File: config.mk
export PLATFORM = sky130hd
export DESIGN_NAME = pwli_pin_wakeup
export DESIGN_NICKNAME = d
export VERILOG_FILES = /design/src/hdl/pwli_pkg.sv /design/src/hdl/pwli_pin_wakeup.sv
export SDC_FILE = /design/constraint.sdc
export NUM_CORES = 1
export LEC_CHECK = 0
export ABC_AREA = 1
export BUFFER_PORTS_ARGS = -buffer_cell sky130_fd_sc_hd__buf_2
export CELL_PAD_IN_SITES_DETAIL_PLACEMENT = 1
export CELL_PAD_IN_SITES_GLOBAL_PLACEMENT = 1
export CORE_AREA = 2 2 112 142
export DETAILED_ROUTE_END_ITERATION = 16
export DIE_AREA = 0 0 114 144
export PLACE_DENSITY = 0.84
export SYNTH_ARGS = -nofsm -noshare
export SYNTH_HDL_FRONTEND = slang
export SYNTH_SLANG_ARGS = --single-unit
File: constraint.sdc
create_clock -name ref_clk -period 2.5 [get_ports ref_clk]
set_clock_uncertainty 0.1 [all_clocks]
set_input_delay 0.375 -clock ref_clk [delete_from_list [all_inputs] [get_ports ref_clk]]
set_output_delay 0.375 -clock ref_clk [all_outputs]
set_load 0.01 [all_outputs]
File: src/hdl/pwli_pkg.sv
`default_nettype none
package pwli_pkg;

  // ---------------------------------------------------------------
  // register indices (byte address is four times the index)
  // ---------------------------------------------------------------
  localparam logic [7:0] IDX_TIMER_EXT_IRQ_CTRL = 8'h88;
  localparam logic [7:0] IDX_MISC_IRQ_FLAGS     = 8'h95;
  localparam logic [7:0] IDX_PORT1_WAKE_ENABLE  = 8'h96;
  localparam logic [7:0] IDX_PORT0_WAKE_ENABLE  = 8'h9C;
  localparam logic [7:0] IDX_PORT2_WAKE_ENABLE  = 8'h9D;
  localparam logic [7:0] IDX_PORT3_WAKE_ENABLE  = 8'h9E;
  localparam logic [7:0] IDX_MAIN_IRQ_ENABLE    = 8'hA8;
  localparam logic [7:0] IDX_EXTRA_IRQ_ENABLE   = 8'hA9;

  // ---------------------------------------------------------------
  // field positions
  // ---------------------------------------------------------------
  localparam int TIMER_EXT_IRQ_CTRL_PIN_ONE_FLAG_BIT  = 3;
  localparam int TIMER_EXT_IRQ_CTRL_PIN_ONE_TRIG_BIT  = 2;
  localparam int TIMER_EXT_IRQ_CTRL_PIN_ZERO_FLAG_BIT = 1;
  localparam int TIMER_EXT_IRQ_CTRL_PIN_ZERO_TRIG_BIT = 0;
  localparam int FLG_LOW_VOLT_BIT       = 7;
  localparam int FLG_PIN_TWO_BIT        = 2;
  localparam int FLG_PORT_CHANGE_BIT    = 1;
  localparam int IE_GLOBAL_BIT          = 7;
  localparam int IE_PIN_ONE_BIT         = 2;
  localparam int IE_PIN_ZERO_BIT        = 0;
  localparam int EXTRA_IRQ_ENABLE_LOW_VOLT_BIT     = 5;
  localparam int EXTRA_IRQ_ENABLE_PIN_TWO_BIT      = 2;
  localparam int EXTRA_IRQ_ENABLE_PORT_CHANGE_BIT  = 1;

  // implemented bits and reset values
  localparam logic [7:0] IE_IMPL_MASK    = 8'hBF;
  localparam logic [1:0] PORT2_IMPL_MASK = 2'h3;
  localparam logic [7:0] REG_RESET       = 8'h00;
  localparam logic [7:0] READ_ZERO       = 8'h00;

  // ---------------------------------------------------------------
  // synchronised pin vector layout
  // ---------------------------------------------------------------
  localparam int SYNC_W     = 29;
  localparam int SYNC_P0_LO = 3;
  localparam int SYNC_P0_HI = 10;
  localparam int SYNC_P1_LO = 11;
  localparam int SYNC_P1_HI = 18;
  localparam int SYNC_P2_LO = 19;
  localparam int SYNC_P2_HI = 20;
  localparam int SYNC_P3_LO = 21;
  localparam int SYNC_P3_HI = 28;
  localparam logic [SYNC_W-1:0] SYNC_RESET = 29'h1FFFFFFF;

  typedef struct packed {
    logic [SYNC_W-1:0] syncA;
    logic [SYNC_W-1:0] syncB;
    logic [SYNC_W-1:0] syncC;
    logic [7:0]        timerExtIrqCtrl;
    logic              lowVoltFlag;
    logic              pinTwoEdgeFlag;
    logic              portChangeFlag;
    logic [7:0]        port0WakeEnable;
    logic [7:0]        port1WakeEnable;
    logic [1:0]        port2WakeEnable;
    logic [7:0]        port3WakeEnable;
    logic [7:0]        mainIrqEnable;
    logic [7:0]        extraIrqEnable;
    logic              ack;
    logic [31:0]       rdData;
  } pwli_state_t;

endpackage
`default_nettype wire

File: src/hdl/pwli_pin_wakeup.sv
`default_nettype none

// What this block does
// [RQ1] pins zero and one trigger on falling edge or low level, classic style
// [RQ2] pin one trigger select: 0 low level, 1 falling edge
// [RQ3] pin zero trigger select: 0 low level, 1 falling edge
// [RQ4] pin two is falling edge only, no level option
// [RQ5] enabled port pins fire on any logic change, either direction
// [RQ6] port change wake and interrupt act only in halt/stop mode
// [RQ7] halt/stop entry refused while an enabled external pin is low
// [RQ8] port0 wake enable bits 7..0 enable each port0 pin
// [RQ9] port1 wake enable bits 7..0 enable each port1 pin
// [RQ10] port2 wake enable has only bits 1 and 0
// [RQ11] port3 wake enable bits 7..0 enable each port3 pin
// [RQ12] hardware sets low-voltage flag; software clears by writing 7Fh
// [RQ13] pin two edge flag set on falling edge regardless of its enable
// [RQ14] pin two edge flag clears on service routine entry
// [RQ15] port change flag set on enabled pin change; writing 0 clears it
// [RQ16] flag register: write 0 clears a flag, write 1 has no effect
// [RQ17] pin one edge flag set on edge regardless of enable, cleared on entry
// [RQ18] pin zero edge flag set on edge regardless of enable, cleared on entry
// [RQ19] pin enables gate interrupt and wake; wake ignores global enable
// [RQ20] low-voltage request from detector, gated by its enable bit
// [RQ21] service needs global and source enables; wake alone just resumes
// [RQ22] a wake trigger must last over 128 clocks to become an interrupt; the code applies no minimum length to any request
// [RQ23] every pin passes a two-stage synchroniser before detection
// [RQ24] level mode request follows the synchronised low level directly
module pwli_pin_wakeup
  import pwli_pkg::*;
(
  input  wire logic        ref_clk,
  input  wire logic        reset_n,
  input  wire logic        wbCyc,
  input  wire logic        wbStb,
  input  wire logic        wbWe,
  input  wire logic [9:0]  wbAdr,
  input  wire logic [3:0]  wbSel,
  input  wire logic [31:0] wbDatW,
  output logic      [31:0] wbDatR,
  output logic             wbAck,
  input  wire logic        extPinZero,
  input  wire logic        extPinOne,
  input  wire logic        extPinTwo,
  input  wire logic [7:0]  port0Pins,
  input  wire logic [7:0]  port1Pins,
  input  wire logic [1:0]  port2Pins,
  input  wire logic [7:0]  port3Pins,
  input  wire logic        supplyVoltageDetector,
  input  wire logic        haltActive,
  input  wire logic        haltRequest,
  input  wire logic        vecAckPinZero,
  input  wire logic        vecAckPinOne,
  input  wire logic        vecAckPinTwo,
  output logic             haltGrant,
  output logic             haltRefused,
  output logic             wakeUp,
  output logic             irqPinZero,
  output logic             irqPinOne,
  output logic             irqPinTwo,
  output logic             irqPortChange,
  output logic             irqLowVolt
);

  // ---------------------------------------------------------------
  // state
  // ---------------------------------------------------------------
  pwli_state_t cur_ff;
  pwli_state_t nxt_state;

  logic [SYNC_W-1:0] pinVec;
  logic [SYNC_W-1:0] fallVec;
  logic [SYNC_W-1:0] changeVec;
  logic [25:0]       portEnMask;
  logic [25:0]       portChange;
  logic              accept;
  logic              commit;
  logic [7:0]        regIdx;
  logic              wrTcon;
  logic              wrFlags;
  logic [7:0]        wrByte;
  logic              lvlZero;
  logic              lvlOne;
  logic              lvlTwo;
  logic              trigZero;
  logic              trigOne;
  logic              reqZero;
  logic              reqOne;
  logic              enZero;
  logic              enOne;
  logic              enTwo;
  logic              enGlobal;
  logic              portChangeSet;
  logic [7:0]        tconBase;

  // ---------------------------------------------------------------
  // helpers
  // ---------------------------------------------------------------
  // set wins over clear
  function automatic logic flagNext(input logic flag, input logic setEv, input logic clrEv);
    flagNext = setEv | (flag & ~clrEv);
  endfunction

  function automatic logic [7:0] readReg(input logic [7:0] idx, input pwli_state_t s);
    logic [7:0] val;
    val = READ_ZERO;
    if (idx == IDX_TIMER_EXT_IRQ_CTRL) begin
      val = s.timerExtIrqCtrl;
    end else if (idx == IDX_MISC_IRQ_FLAGS) begin
      val[FLG_LOW_VOLT_BIT]    = s.lowVoltFlag;
      val[FLG_PIN_TWO_BIT]     = s.pinTwoEdgeFlag;
      val[FLG_PORT_CHANGE_BIT] = s.portChangeFlag;
    end else if (idx == IDX_PORT1_WAKE_ENABLE) begin
      val = s.port1WakeEnable;
    end else if (idx == IDX_PORT0_WAKE_ENABLE) begin
      val = s.port0WakeEnable;
    end else if (idx == IDX_PORT2_WAKE_ENABLE) begin
      val[1:0] = s.port2WakeEnable;
    end else if (idx == IDX_PORT3_WAKE_ENABLE) begin
      val = s.port3WakeEnable;
    end else if (idx == IDX_MAIN_IRQ_ENABLE) begin
      val = s.mainIrqEnable & IE_IMPL_MASK;
    end else if (idx == IDX_EXTRA_IRQ_ENABLE) begin
      val = s.extraIrqEnable;
    end
    readReg = val;
  endfunction

  // ---------------------------------------------------------------
  // pin synchroniser and edge detection
  // ---------------------------------------------------------------
  assign pinVec = {port3Pins, port2Pins, port1Pins, port0Pins,
                   extPinTwo, extPinOne, extPinZero};

  // detection looks only at stages two and three
  assign fallVec   = cur_ff.syncC & ~cur_ff.syncB;   // [RQ23]
  assign changeVec = cur_ff.syncC ^ cur_ff.syncB;    // [RQ5]

  assign portEnMask = {cur_ff.port3WakeEnable,                        // [RQ11]
                       cur_ff.port2WakeEnable & PORT2_IMPL_MASK,      // [RQ10]
                       cur_ff.port1WakeEnable,                        // [RQ9]
                       cur_ff.port0WakeEnable};                       // [RQ8]
  assign portChange = changeVec[SYNC_P3_HI:SYNC_P0_LO] & portEnMask;

  // change detection armed only in halt/stop
  assign portChangeSet = haltActive & (|portChange);                  // [RQ6] [RQ15]

  // ---------------------------------------------------------------
  // wishbone decode
  // ---------------------------------------------------------------
  assign regIdx  = wbAdr[9:2];
  assign accept  = wbCyc & wbStb & ~cur_ff.ack;
  assign commit  = wbCyc & wbStb & wbWe & cur_ff.ack & wbSel[0];
  assign wrByte  = wbDatW[7:0];
  assign wrTcon  = commit & (regIdx == IDX_TIMER_EXT_IRQ_CTRL);
  assign wrFlags = commit & (regIdx == IDX_MISC_IRQ_FLAGS);

  // ---------------------------------------------------------------
  // external pin requests
  // ---------------------------------------------------------------
  assign lvlZero  = ~cur_ff.syncB[0];
  assign lvlOne   = ~cur_ff.syncB[1];
  assign lvlTwo   = ~cur_ff.syncB[2];
  assign trigZero = cur_ff.timerExtIrqCtrl[TIMER_EXT_IRQ_CTRL_PIN_ZERO_TRIG_BIT];
  assign trigOne  = cur_ff.timerExtIrqCtrl[TIMER_EXT_IRQ_CTRL_PIN_ONE_TRIG_BIT];
  assign enZero   = cur_ff.mainIrqEnable[IE_PIN_ZERO_BIT];
  assign enOne    = cur_ff.mainIrqEnable[IE_PIN_ONE_BIT];
  assign enTwo    = cur_ff.extraIrqEnable[EXTRA_IRQ_ENABLE_PIN_TWO_BIT];
  assign enGlobal = cur_ff.mainIrqEnable[IE_GLOBAL_BIT];

  // level mode follows the pin, edge mode the latched flag
  assign reqZero = trigZero ? cur_ff.timerExtIrqCtrl[TIMER_EXT_IRQ_CTRL_PIN_ZERO_FLAG_BIT]
                            : lvlZero;                              // [RQ1] [RQ3] [RQ24]
  assign reqOne  = trigOne  ? cur_ff.timerExtIrqCtrl[TIMER_EXT_IRQ_CTRL_PIN_ONE_FLAG_BIT]
                            : lvlOne;                               // [RQ1] [RQ2] [RQ24]

  // ---------------------------------------------------------------
  // next state
  // ---------------------------------------------------------------
  always_comb begin
    nxt_state = cur_ff;
    tconBase  = cur_ff.timerExtIrqCtrl;

    nxt_state.syncA = pinVec;
    nxt_state.syncB = cur_ff.syncA;
    nxt_state.syncC = cur_ff.syncB;

    // bus answer one cycle after request
    nxt_state.ack = accept;
    if (accept) begin
      nxt_state.rdData = {24'h000000, readReg(regIdx, cur_ff)};
    end

    // plain enable registers
    if (commit) begin
      if (regIdx == IDX_PORT1_WAKE_ENABLE) begin
        nxt_state.port1WakeEnable = wrByte;
      end else if (regIdx == IDX_PORT0_WAKE_ENABLE) begin
        nxt_state.port0WakeEnable = wrByte;
      end else if (regIdx == IDX_PORT2_WAKE_ENABLE) begin
        nxt_state.port2WakeEnable = wrByte[1:0] & PORT2_IMPL_MASK;
      end else if (regIdx == IDX_PORT3_WAKE_ENABLE) begin
        nxt_state.port3WakeEnable = wrByte;
      end else if (regIdx == IDX_MAIN_IRQ_ENABLE) begin
        nxt_state.mainIrqEnable = wrByte & IE_IMPL_MASK;
      end else if (regIdx == IDX_EXTRA_IRQ_ENABLE) begin
        nxt_state.extraIrqEnable = wrByte;
      end
    end

    // control register, edge flags keep hardware set priority
    if (wrTcon) begin
      tconBase = wrByte;
    end
    nxt_state.timerExtIrqCtrl = tconBase;
    nxt_state.timerExtIrqCtrl[TIMER_EXT_IRQ_CTRL_PIN_ZERO_FLAG_BIT] =
      flagNext(tconBase[TIMER_EXT_IRQ_CTRL_PIN_ZERO_FLAG_BIT], fallVec[0], vecAckPinZero);  // [RQ18]
    nxt_state.timerExtIrqCtrl[TIMER_EXT_IRQ_CTRL_PIN_ONE_FLAG_BIT] =
      flagNext(tconBase[TIMER_EXT_IRQ_CTRL_PIN_ONE_FLAG_BIT], fallVec[1], vecAckPinOne);    // [RQ17]

    // flag register: zero clears, one leaves alone
    nxt_state.lowVoltFlag = flagNext(cur_ff.lowVoltFlag, supplyVoltageDetector,
      wrFlags & ~wrByte[FLG_LOW_VOLT_BIT]);                                   // [RQ12] [RQ16]
    nxt_state.pinTwoEdgeFlag = flagNext(cur_ff.pinTwoEdgeFlag, fallVec[2],
      vecAckPinTwo | (wrFlags & ~wrByte[FLG_PIN_TWO_BIT]));           // [RQ4] [RQ13] [RQ14]
    nxt_state.portChangeFlag = flagNext(cur_ff.portChangeFlag, portChangeSet,
      wrFlags & ~wrByte[FLG_PORT_CHANGE_BIT]);                                // [RQ15] [RQ16]
  end

  // ---------------------------------------------------------------
  // registers
  // ---------------------------------------------------------------
  always_ff @(posedge ref_clk) begin
    if (!reset_n) begin
      cur_ff.syncA           <= SYNC_RESET;
      cur_ff.syncB           <= SYNC_RESET;
      cur_ff.syncC           <= SYNC_RESET;
      cur_ff.timerExtIrqCtrl <= REG_RESET;
      cur_ff.lowVoltFlag     <= 1'b0;
      cur_ff.pinTwoEdgeFlag  <= 1'b0;
      cur_ff.portChangeFlag  <= 1'b0;
      cur_ff.port0WakeEnable <= REG_RESET;
      cur_ff.port1WakeEnable <= REG_RESET;
      cur_ff.port2WakeEnable <= REG_RESET[1:0];
      cur_ff.port3WakeEnable <= REG_RESET;
      cur_ff.mainIrqEnable   <= REG_RESET;
      cur_ff.extraIrqEnable  <= REG_RESET;
      cur_ff.ack             <= 1'b0;
      cur_ff.rdData          <= 32'h00000000;
    end else begin
      cur_ff <= nxt_state;
    end
  end

  // ---------------------------------------------------------------
  // outputs
  // ---------------------------------------------------------------
  assign wbAck  = cur_ff.ack;
  assign wbDatR = cur_ff.rdData;

  // service needs global and source enable
  assign irqPinZero    = enGlobal & enZero & reqZero;                    // [RQ19] [RQ21]
  assign irqPinOne     = enGlobal & enOne & reqOne;                      // [RQ19] [RQ21]
  assign irqPinTwo     = enGlobal & enTwo & cur_ff.pinTwoEdgeFlag;       // [RQ19] [RQ21]
  assign irqPortChange = enGlobal & cur_ff.extraIrqEnable[EXTRA_IRQ_ENABLE_PORT_CHANGE_BIT]
                         & cur_ff.portChangeFlag & haltActive;           // [RQ6] [RQ21]
  assign irqLowVolt    = enGlobal & cur_ff.extraIrqEnable[EXTRA_IRQ_ENABLE_LOW_VOLT_BIT]
                         & cur_ff.lowVoltFlag;                           // [RQ20] [RQ21]

  // wake ignores the global enable
  assign wakeUp = (enZero & reqZero) | (enOne & reqOne)
                | (enTwo & cur_ff.pinTwoEdgeFlag)
                | (haltActive & cur_ff.portChangeFlag);                  // [RQ19] [RQ6]

  // enabled low pin blocks halt/stop entry
  assign haltRefused = (enZero & lvlZero) | (enOne & lvlOne) | (enTwo & lvlTwo);  // [RQ7]
  assign haltGrant   = haltRequest & ~haltRefused;                                // [RQ7]

endmodule
`default_nettype wire

==> metrics.txt <==
status=complete, no violations; # DRC=0; clk root buf=clkbuf_16; flops & latches, synth=between 100 and 150; initial antenna violation count=0; Combinational Power Share=roughly 5.0%; post-route ant nets=0; Die W=about 110 um; register area=just under 3000 um2; starting density of the core=39.1%; sequential share of the synthesized area=between 40% and 50%; Synth warnings=0; Most Crowded Layer GR=met2; crit path kind=reg2out; Hold WC Path Type=in2reg; Peak supply drop=0.413 mV; layout cells sized above 1=approximately 29%; unrepaired setup endpoints after global routing=false; met1 Use GR=about a fifth; Hold Fails Final Rpt=0; crit path cell chain=inv_1, o21ai_0, nand4_1, buf_2; Via density=4.91; Max-Cap Viols=0; crit path launch type=flip-flop; leakage=around 3.0 nW; Placer Congestion=0.900; CP required=~2000 ps; Critical-path top delay cell=dfxtp_1; layout filler cell count=between 1500 and 2000; number of CTS-inserted buffers=17; die area=approximately 16000 um2; Worst-path clk slew=~60 ps; Congestion Overflow GR=0; net switching power=between 0.001 and 0.0015 W; hold buffer count at CTS=0; net switching fraction of the power=between 20% and 30%; clk buf depth=2; Final min period=between 1500 and 2000 ps; row count=around 50; final setup fails=0; PwrDens=about 750 nW/um2; final period utilization=73.4%; total power=0.00515 W; final WL=~15000 um; Avg Cell Area, Syn=between 8 and 9 um2; crit-path max FO=3; multi-input combinational cell area=2420 um2; H-tree depth=4; max-slew violations=0; Vias=around 4800; clock tree from TritonCTS=yes; vias in the first global route=4957; drt first-iter violations=about 190; Die Ht=between 100 and 150 um; I/O pin total=roughly 130; Rel. slew slack=between 50% and 60%; Placeable Area=about 15000 um2; DRT Pass-1 Iters=4; final worst setup slack=664 ps; CTS Sinks=148; sequential share of power=between 40% and 50%; GRT Util Overall=around a fifth; Setup TNS Final=0 ps; Clock Power Share=47.3%; Nets=between 800 and 900; # diodes=0; cell count after synthesis=~720; largest net degree at the start of global routing=45; Setup WS pre-CTS=343 ps; IO buf count=73; Clock Latency Late Sink=420 ps; CP Capture Type=output port; Least-Margin Pin Slew=roughly 630 ps; Syn Std Cell Area=approximately 6000 um2; CP peak stage delay=roughly 330 ps; first-pass GRT wire length=~24000 um; CTS resizes=0; Layout area overhead=16.3%; count of cell types in the netlist=35; placed wire-length estimate=between 10000 and 15000 um; postcts setup bufs=0; M2 GR Usage=34.5%; WL per Instance=15.4 um; P_int=0.00393 W; Max Clk Rate=0.545 GHz; Arr. time, crit path=between 1000 and 1500 ps; met3 Usage GRT=about 4.6%
==> final timing paths <==
| path | start | end | slack [ps] | cells past startpoint |
|---|---|---|---|---|
| min reg2reg | cur_ff[146]$_SDFF_PN1_ | cur_ff[117]$_SDFF_PN1_ | 310 | 1 |
| max | cur_ff[78]$_SDFFE_PN0N_ | wakeUp | 660 | 4 |
| min | extPinZero | cur_ff[144]$_SDFF_PN1_ | 30 | 2 |
| max reg2reg | wbAck$_SDFF_PN0_ | cur_ff[71]$_SDFFE_PN0P_ | 690 | 6 |
==> kinds of logic after synthesis <==
kind of cell,share of synthesized area [%]
AND/OR/NAND/NOR,26.4
flip-flops,49.9
AO/OA/AOI/OAI,12.7
buffers and inverters,10.8
XOR/XNOR,0.148
other,0.0632
==> worst max-delay path: cells and delay by family (launching register included) <==
| kind | cells | cell delay (ps) |
|---|---|---|
| DFF | 1 | 330 |
| buffers and inverters | 2 | 250 |
| AOI/OAI and AO/OA | 1 | 240 |
| and+or+nand+nor | 1 | 120 |
==> power groups by stage <==
stage	registers, W	clock network, W	logic, W
floorplan	0.00250	0	0.000190
global placement	0.00250	0	0.000249
detailed placement	0.00251	0	0.000255
CTS	0.00246	0.00249	0.000258
global route	0.00246	0.00259	0.000287
finish	0.00246	0.00244	0.000255
==> cell usage in the layout, fill, tap and decap left out, drive strengths merged <==
cell	n
a211oi	16
a21oi	56
a22oi	1
a41oi	1
and3	1
buf	80
bufinv	1
clkbuf	19
clkinv	2
clkinvlp	7
conb	24
dfxtp	148
inv	79
nand2	109
nand3	26
nand4	9
nor2	75
nor3	2
o2111ai	3
o21ai	49
o21bai	1
o221ai	1
o22ai	4
or2	88
xor2	1
==> cells in the mapped netlist, drive strengths merged <==
cell type	instances	area, um2
buf	39	293
inv	76	285
nor2	75	324
a211oi	16	130
and3	1	6.26
conb	1	3.75
clkbuf	16	60.1
a41oi	1	8.76
dfxtp	148	2960
o221ai	1	8.76
a21oi	56	288
nor3	2	21.3
nand4	9	86.3
or2	88	551
nand3	26	150
xor2	1	8.76
o2111ai	3	26.3
o21ai	49	253
nand2	109	427
o22ai	4	25.0
o21bai	1	7.51
a22oi	1	7.51
==> routing by layer <==
layer | vias up | share of wire (%) | routed length (um)
li1 | 2384 | - | -
met1 | 2261 | 40 | 6130
met2 | 158 | 50 | 7620
met3 | 46 | 5.1 | 784
met4 | 0 | 4.7 | 715
met5 | - | 0 | 0
==> layout make-up <==
cell class	count	area share (%)
Inverter	76	4.14
Sequential cell	148	43.0
Tap cell	185	3.36
Clock inverter	13	1.83
Timing Repair Buffer	80	6.24
Multi-Input combinational cell	467	35.1
Clock buffer	19	6.42
==> sequential cells by signal, indices dropped and copies added, names as in the netlist <==
| signal | count |
|---|---|
| wbDatR | 8 |
| wbAck | 1 |
| cur_ff | 139 |
==> through the flow <==
stage                     area [um2]  hold WS (ps)  utilization, %  cells
after CTS                       6900          9.97            45.4    988
after global placement          6330           296            41.7    956
after global routing            6900          16.1            45.4    988
after detailed placement        6330           300            41.7    956
after floorplan                 6020           293               -    746
final                           6900          29.7            45.4    988
No activity file was read; power rests on OpenSTA's default activity.
